**src/pkg/rcq_pkg.sv**
```systemverilog
`default_nettype none
package rcq_pkg;

    // Memory layout: clock registers first, general bytes after them.
    localparam int unsigned RCQ_CLK_REGS = 14;
    localparam int unsigned RCQ_GP_BYTES = 114;
    localparam int unsigned RCQ_MEM_BYTES = RCQ_CLK_REGS + RCQ_GP_BYTES;
    localparam int unsigned RCQ_AW = 7;

    // Offset of status register C inside the clock register bank.
    localparam logic [6:0] RCQ_REG_C = 7'h0c;

    // Value written into cleared general-purpose bytes.
    localparam logic [7:0] RCQ_CLEAR_VAL = 8'h00;

    // Time base frequency in hertz and its one-second divider width.
    localparam int unsigned RCQ_TB_HZ = 32768;
    localparam int unsigned RCQ_TB_W = $clog2(RCQ_TB_HZ);

    // Memory access request carried between host side and the store.
    typedef struct packed {
        logic req;
        logic wr;
        logic [6:0] addr;
        logic [7:0] wdata;
    } rcq_mem_req_t;

endpackage
`default_nettype wire

```
**src/rtl/rcq_rtc.sv**
```systemverilog
`timescale 1ns/100ps
`default_nettype none
// Clock memory with hardware RAM clear and interrupt request pin.
module rcq_rtc
    import rcq_pkg::*;
#(
    parameter int unsigned TB_DIV = RCQ_TB_HZ
) (
    input wire logic clk_sys,
    input wire logic sys_rst,
    input wire logic time_base_crystal,
    input wire logic ram_clear_n,
    input wire rcq_mem_req_t mem_req,
    input wire logic irq_event,
    output logic [7:0] mem_rdata,
    output logic clear_busy,
    output logic sec_tick,
    output logic clock_interrupt_request_n_o,
    output logic clock_interrupt_request_n_oe
);

    // Two-stage synchronisers for the time base and the clear pin.
    logic [1:0] tb_sync_q, tb_sync_d;
    logic [1:0] clr_sync_q, clr_sync_d;
    logic tb_prev_q, tb_prev_d;
    logic clr_prev_q, clr_prev_d;

    // Clear walker: index over the general bytes and a busy flag.
    logic [RCQ_AW-1:0] clr_idx_q, clr_idx_d;
    logic busy_q, busy_d;

    // Interrupt pending latch and registered outputs.
    logic irq_q, irq_d;
    logic [7:0] rdata_q, rdata_d;

    // Byte storage held in flip-flops.
    logic [7:0] mem_q [RCQ_MEM_BYTES];
    logic [7:0] mem_d [RCQ_MEM_BYTES];

    logic tb_edge;
    logic sec_pulse;
    logic clr_fall;
    logic rd_c;

    // Rising time base edge, read from the second sync stage only.
    assign tb_edge = tb_sync_q[1] & ~tb_prev_q;
    // Clear starts on a falling edge of the synchronised pin.
    assign clr_fall = ~clr_sync_q[1] & clr_prev_q;
    // A read of status register C acknowledges the interrupt.
    assign rd_c = mem_req.req & ~mem_req.wr & (mem_req.addr == RCQ_REG_C);

    // The one-second divider runs on every time base edge regardless
    // of any clear, so no time is lost.
    rcq_tick #(
        .DIV(TB_DIV)
    ) u_tick (
        .clk_sys(clk_sys),
        .sys_rst(sys_rst),
        .tb_edge(tb_edge),
        .sec_pulse(sec_pulse)
    );

    // Synchroniser next values; pins pass two flops before any use.
    always_comb begin
        tb_sync_d = {tb_sync_q[0], time_base_crystal};
        clr_sync_d = {clr_sync_q[0], ram_clear_n};
        tb_prev_d = tb_sync_q[1];
        clr_prev_d = clr_sync_q[1];
    end

    always_ff @(posedge clk_sys or posedge sys_rst) begin
        if (sys_rst) begin
            tb_sync_q <= 2'h0;
            clr_sync_q <= 2'h3;
            tb_prev_q <= 1'b0;
            clr_prev_q <= 1'b1;
        end else begin
            tb_sync_q <= tb_sync_d;
            clr_sync_q <= clr_sync_d;
            tb_prev_q <= tb_prev_d;
            clr_prev_q <= clr_prev_d;
        end
    end

    // Memory next values. The clear erases one general byte per cycle
    // so the host port keeps working; a host write wins on its byte.
    // Writing one byte a cycle costs 114 cycles but avoids a wide
    // single-cycle wipe that would block host access.
    always_comb begin
        for (int i = 0; i < RCQ_MEM_BYTES; i++) begin
            mem_d[i] = mem_q[i];
        end
        clr_idx_d = clr_idx_q;
        busy_d = busy_q;
        rdata_d = rdata_q;
        if (busy_q) begin
            // Only indices at or above the clock bank are touched.
            mem_d[RCQ_CLK_REGS + 32'(clr_idx_q)] = RCQ_CLEAR_VAL;
            if (clr_idx_q == RCQ_AW'(RCQ_GP_BYTES - 1)) begin
                busy_d = 1'b0;
                clr_idx_d = '0;
            end else begin
                clr_idx_d = clr_idx_q + 1'b1;
            end
        end else if (clr_fall) begin
            busy_d = 1'b1;
            clr_idx_d = '0;
        end
        if (mem_req.req && 32'(mem_req.addr) < RCQ_MEM_BYTES) begin
            if (mem_req.wr) begin
                mem_d[mem_req.addr] = mem_req.wdata;
            end else begin
                rdata_d = mem_q[mem_req.addr];
            end
        end else if (mem_req.req && !mem_req.wr) begin
            // Addresses past the store read as zero.
            rdata_d = 8'h00;
        end
    end

    always_ff @(posedge clk_sys or posedge sys_rst) begin
        if (sys_rst) begin
            for (int i = 0; i < RCQ_MEM_BYTES; i++) begin
                mem_q[i] <= 8'h00;
            end
            clr_idx_q <= '0;
            busy_q <= 1'b0;
            rdata_q <= 8'h00;
        end else begin
            for (int i = 0; i < RCQ_MEM_BYTES; i++) begin
                mem_q[i] <= mem_d[i];
            end
            clr_idx_q <= clr_idx_d;
            busy_q <= busy_d;
            rdata_q <= rdata_d;
        end
    end

    // Interrupt pending: a new event wins over a same-cycle C read.
    always_comb begin
        irq_d = irq_q;
        if (rd_c) begin
            irq_d = 1'b0;
        end
        if (irq_event) begin
            irq_d = 1'b1;
        end
    end

    // Reset releases the pin as well as clearing the pending flag.
    always_ff @(posedge clk_sys or posedge sys_rst) begin
        if (sys_rst) begin
            irq_q <= 1'b0;
        end else begin
            irq_q <= irq_d;
        end
    end

    // The pin only ever drives low; otherwise it is released.
    assign clock_interrupt_request_n_o = 1'b0;
    assign clock_interrupt_request_n_oe = irq_q;
    assign mem_rdata = rdata_q;
    assign clear_busy = busy_q;
    assign sec_tick = sec_pulse;

    // Cover the main scenarios.
    COV_CLEAR: cover property (@(posedge clk_sys) disable iff (sys_rst)
        clr_fall ##1 busy_q);
    COV_IRQ: cover property (@(posedge clk_sys) disable iff (sys_rst)
        irq_q ##1 rd_c ##1 !irq_q);
    COV_SEC: cover property (@(posedge clk_sys) disable iff (sys_rst)
        sec_pulse);
    // A host write to a clock register while the walker is busy.
    COV_ACCESS: cover property (@(posedge clk_sys) disable iff (sys_rst)
        busy_q && mem_req.req && mem_req.wr && mem_req.addr < 7'h0e);

    AST_CLR_START: assert property (@(posedge clk_sys)
        disable iff (sys_rst) (clr_fall && !busy_q) |=> busy_q)
        else $error("clear did not start");
    AST_CLR_LEN: assert property (@(posedge clk_sys)
        disable iff (sys_rst) $rose(busy_q) |-> busy_q [*8])
        else $error("clear ended early");
    AST_CLR_ZERO: assert property (@(posedge clk_sys)
        disable iff (sys_rst)
        (busy_q && !mem_req.req) |=>
        mem_q[RCQ_CLK_REGS + 32'($past(clr_idx_q))] == RCQ_CLEAR_VAL)
        else $error("general byte not cleared");
    AST_CLK_KEEP: assert property (@(posedge clk_sys)
        disable iff (sys_rst) (busy_q && !mem_req.req) |=>
        mem_q[RCQ_REG_C] == $past(mem_q[RCQ_REG_C]))
        else $error("clock register changed by clear");
    AST_ACCESS: assert property (@(posedge clk_sys)
        disable iff (sys_rst)
        (busy_q && mem_req.req && mem_req.wr && mem_req.addr < 7'h0e)
        |=> mem_q[$past(mem_req.addr)] == $past(mem_req.wdata))
        else $error("host write lost during clear");
    // With no pending request and no new event the pin stays released.
    AST_FLOAT: assert property (@(posedge clk_sys)
        disable iff (sys_rst)
        (!clock_interrupt_request_n_oe && !irq_event) |=>
        !clock_interrupt_request_n_oe)
        else $error("pin driven with nothing pending");
    AST_HOLD: assert property (@(posedge clk_sys)
        disable iff (sys_rst) (irq_q && !rd_c) |=> irq_q)
        else $error("request dropped before C read");
    AST_ACK: assert property (@(posedge clk_sys)
        disable iff (sys_rst) (rd_c && !irq_event) |=>
        !clock_interrupt_request_n_oe)
        else $error("C read did not release pin");
    AST_EVT: assert property (@(posedge clk_sys)
        disable iff (sys_rst) irq_event |=>
        clock_interrupt_request_n_oe && !clock_interrupt_request_n_o)
        else $error("event did not drive pin low");
    // The walker advances by one byte each busy cycle, none skipped.
    AST_CLR_STEP: assert property (@(posedge clk_sys)
        disable iff (sys_rst)
        (busy_q && clr_idx_q != RCQ_AW'(RCQ_GP_BYTES - 1)) |=>
        (busy_q && clr_idx_q == $past(clr_idx_q) + 1'b1))
        else $error("clear walker skipped a byte");
    // The walk stops right after the last general byte.
    AST_CLR_END: assert property (@(posedge clk_sys)
        disable iff (sys_rst)
        (busy_q && clr_idx_q == RCQ_AW'(RCQ_GP_BYTES - 1)) |=> !busy_q)
        else $error("clear did not stop after last byte");
    // A second pulse only ever follows a counted time base edge.
    AST_TICK: assert property (@(posedge clk_sys)
        disable iff (sys_rst) sec_pulse |-> $past(tb_edge))
        else $error("second pulse without a time base edge");

endmodule
`default_nettype wire

```
**src/rtl/rcq_tick.sv**
```systemverilog
`timescale 1ns/100ps
`default_nettype none
// Counts synchronised time base edges and pulses once per second.
module rcq_tick
    import rcq_pkg::*;
#(
    parameter int unsigned DIV = RCQ_TB_HZ
) (
    input wire logic clk_sys,
    input wire logic sys_rst,
    input wire logic tb_edge,
    output logic sec_pulse
);

    // Divider counter, wide enough for the full time base rate.
    logic [RCQ_TB_W-1:0] cnt_q, cnt_d;
    logic sec_q, sec_d;

    // Next-state logic: wrap after DIV edges and flag the second.
    always_comb begin
        cnt_d = cnt_q;
        sec_d = 1'b0;
        if (tb_edge) begin
            if (cnt_q == RCQ_TB_W'(DIV - 1)) begin
                cnt_d = '0;
                sec_d = 1'b1;
            end else begin
                cnt_d = cnt_q + 1'b1;
            end
        end
    end

    // Registers only.
    always_ff @(posedge clk_sys or posedge sys_rst) begin
        if (sys_rst) begin
            cnt_q <= '0;
            sec_q <= 1'b0;
        end else begin
            cnt_q <= cnt_d;
            sec_q <= sec_d;
        end
    end

    assign sec_pulse = sec_q;

endmodule
`default_nettype wire

```
**config.mk**
```make
export PLATFORM = sky130hd
export DESIGN_NAME = rcq_rtc
export DESIGN_NICKNAME = d
export VERILOG_FILES = /design/src/pkg/rcq_pkg.sv /design/src/rtl/rcq_rtc.sv /design/src/rtl/rcq_tick.sv
export SDC_FILE = /design/constraint.sdc
export NUM_CORES = 2
export LEC_CHECK = 0
export BUFFER_PORTS_ARGS = -buffer_cell sky130_fd_sc_hd__buf_2
export CELL_PAD_IN_SITES_DETAIL_PLACEMENT = 0
export CELL_PAD_IN_SITES_GLOBAL_PLACEMENT = 2
export CORE_UTILIZATION = 37
export CTS_CLUSTER_SIZE = 20
export DETAILED_ROUTE_END_ITERATION = 6
export PLACE_DENSITY = 0.87
export SLEW_MARGIN = 40
export SYNTH_ARGS = -nofsm -noshare
export SYNTH_HDL_FRONTEND = slang
export SYNTH_SLANG_ARGS = --single-unit
```
**constraint.sdc**
```tcl
create_clock -name clk_sys -period 32.6 [get_ports clk_sys]
set_input_delay 3.26 -clock clk_sys [delete_from_list [all_inputs] [get_ports clk_sys]]
set_output_delay 3.26 -clock clk_sys [all_outputs]
set_load 0.02 [all_outputs]
```
==> metrics.md <==
| Metric | Value |
|---|---|
| Outcome | finished, final reports clean |
| Fin. Hold Viols | 0 |
| Clk sinks | 1,063 |
| LEAKAGE | 0.0236 uW |
| Final non-filler cell total | 7,428 |
| Vias | 44,189 |
| Psw | 1070 uW |
| Initial core utilization | 37.5% |
| Worst-Skew Late Latency | 0.78 ns |
| Startpoint types | input port |
| Top FF cell, synth | dfrtp_1 |
| FF-to-FF End | mem_q[347] |
| Die area | 140,000 sq um |
| Post-synth EDFFs | 0 |
| Cell Pwr Density | 61.2 nW/um^2 |
| Minimum clock period | 6.88 ns |
| Combinational share of power | 15.5% |
| MaxCap Viol Count | 0 |
| Int Pwr | 2440 uW |
| Pwr Total | 3510 uW |
| H-tree depth | 3 |
| Number of buffers created by CTS | 119 |
| Drt first pass iters | 6 |
| Final ANT Viol Nets | 0 |
| Post-DR vias/cell | 5.95 |
| Worst Path Required | 33.21 ns |
| Net Count, Synth | 5,649 |
| Worst setup EP type | flop |
| Crit path arrival time | 7.48 ns |
| Critical path class | input port to flop |
| Largest net degree at the start of global routing | 131 |
| Placed insts | 7,204 |
| Most frequent cells in the layout | 2,087 x nand2_1, 1,060 x dfrtp_1, 777 x o21ai_0 |
| Slew @ Worst Pin | 0.940 ns |
| Yosys reg bits | 1,063 |
| Post-CTS Hold Buffers | 0 |
| Max IR drop VDD | 0.0000419 V |
| Endpoints failing setup | 0 |
| Min Hold Slack | 0.346 ns |
| Synth top area cells | dfrtp_1 52%, nand2_1 15%, o21ai_0 7.6% |
| Crit-path max FO | 74 |
| Ys Warns | 0 |
| First-pass GRT wire length | 299,000 um |
| Reg power frac | 44.7% |
| CORE AREA | 136,000 sq um |
| Post-Synthesis Cells | 5,620 |
| Clk pwr share | 39.9% |
| Worst Hold Class | flop to flop |
| Hpwl dp | 127,000 um |
| Final Wtd Congestion | 0.910 |
| Fmax | 145 MHz |
| Sequential cell area fraction in the yosys report | 52.1% |
| Fin nets | 5,578 |
| Worst setup path startpoint | mem_req[10] |
| Post-Route Setup TNS | 0 ns |
| GR Overflow Total | 0 |
| Period utilization | 21.1% |
| CTS tree | built |
| Post-synth top area cell | dfrtp_1 |
| Worst r2r src | clr_idx_q[2] |
| Die W | 374 um |
| Worst R2R Setup Slack | 28.78 ns |
| Residual DRC count | 0 |
| Routed WL per cell | 27.3 um |
| Synth async-reset ratio | 100% |
| I/O pin cnt | 34 |
| Mapped cell area | 51,100 sq um |
| Detailed Route WL | 203,000 um |
| Share of the synthesized area in the top cell type | 51.9% |
| Area grow syn2layout | 12.3% |
| Clock transition at the registers of the reported paths | 0.06 ns |
| Vias in the first global route | 42,412 |
| Initial antenna violation count | 3 |
| GRT Total Usage | 28.7% |
| Final Skew | 0.0467 ns |
| Fillcell total | 13,305 |
| Syn_area_per_cell | 9.09 sq um |
| Synth cell types | 80 |
| Switching Fraction | 30.4% |
| Final core occ | 42.1% |
| Clock root cell | clkbuf_16 |
| Die H | 374 um |
| Unrepaired setup endpoints after global routing | false |
| IO buf count | 32 |
| Setup Fix Bufs, Post-CTS | 0 |
| 1st-iter DRT viols | 5,634 |
| Maximum buffer depth of the clock tree | 3 |
| Share of cells above drive strength 1 | 10.6% |
| Resize count post-CTS | 0 |
| # rows | 135 |
| Worst reg-to-reg path cell count | 8 |
| Setup crit end | mem_rdata[6] |
| Relative slew slack | 37.3% |
| Most common cell after layout, fill and taps aside | nand2_1 |
| Pins Over Slew Limit | 0 |
worst max-delay path, stage by stage:
cell and delay, ns:
buf_8 0.52, buf_4 0.58, buf_6 0.61, mux4_2 0.42
a22o_1 0.25, a221oi_1 0.49, o22ai_1 0.32, a211oi_1 0.74
a21oi_1 0.14
per-stage QoR:
stage	setup slack, ns	instance area [sq um]
2_1_floorplan	14.68	51100
3_3_place_gp	24.58	52800
3_5_place_dp	24.93	53100
4_1_cts	25.73	57100
5_1_grt	25.73	57400
6_report	25.72	57400
layer usage:
metal / GRT usage [%] / part of all wire [%]
met5: 0 / 0.017
met4: 12.5 / 4.8
met3: 7.23 / 11
met2: 41.5 / 43
met1: 40.5 / 42
sequential cells by signal, summed over array words and instances, names as in the netlist:
signal                        flops
clr_idx_q                         7
clear_busy                        1
clr_sync_q                        2
u_tick.sec_pulse                  1
tb_sync_q                         2
tb_prev_q                         1
clock_interrupt_request_n_oe      1
clr_prev_q                        1
mem_q                          1024
u_tick.cnt_q                     15
mem_rdata                         8
synth_stat cells (16+ instances only):
cell and count:
nand2_1 2089, dfrtp_1 1060, o21ai_0 777, nor2_1 254
o21ai_1 203, clkbuf_1 194, mux4_2 132, a221oi_1 104
a22o_1 101, buf_2 73, mux2i_1 73, mux2_2 50
a21oi_1 48, nand3_1 30, nand2b_1 27, a22oi_1 26
a31oi_1 26, nor2_2 22, buf_1 20, and3_1 19
a211oi_1 18, o211ai_1 18, nor2b_1 16
how the worst min path moves through the flow:
| stage | startpoint | endpoint | slack [ns] | depth (start not counted) |
|---|---|---|---|---|
| global route | tb_sync_q[0] | tb_sync_q[1] | 0.35 | 0 |
| global placement | tb_sync_q[0] | tb_sync_q[1] | 0.34 | 0 |
| floorplan | tb_sync_q[0] | tb_sync_q[1] | 0.33 | 0 |
| detailed placement | tb_sync_q[0] | tb_sync_q[1] | 0.34 | 0 |
| finish | tb_sync_q[0] | tb_sync_q[1] | 0.35 | 0 |
| CTS | tb_sync_q[0] | tb_sync_q[1] | 0.35 | 0 |
power groups by stage:
stage                     sequential, uW  combinational [uW]  clock, uW
after floorplan                     1550                 320          0
after global placement              1580                 509          0
after detailed placement            1580                 525          0
after CTS                           1560                 526       1410
after global routing                1580                 575       1460
final                               1570                 542       1400
cells by family (layout without fill, tap and decap cells):
group                      after synthesis  in the layout  synth area share (%)
AOI/OAI and AO/OA                     1432           1432                  16.8
xor gates and xnor gates                17             17                 0.292
adders and majority gates                7              7                 0.171
buffers and inverters                  325            348                  2.89
DFF                                   1063           1063                  52.1
muxes                                  256            256                  8.41
other                                    1              5               0.00734
and+or+nand+nor                       2519           2519                  19.4
area by class of cell:
| cell class | count | area [sq um] | share of cell area (%) |
|---|---|---|---|
| clock buffers | 187 | 3610 | 6.29 |
| repair buffers | 121 | 1200 | 2.09 |
| well taps | 1781 | 2230 | 3.88 |
| clock inverters | 28 | 412 | 0.718 |
| diodes | 4 | 10.0 | 0.0174 |
| multi-input cells | 4232 | 23300 | 40.5 |
| flip-flops and latches | 1063 | 26600 | 46.4 |
| inverters | 12 | 48.8 | 0.0851 |
Power figures use the tool's default switching activity.
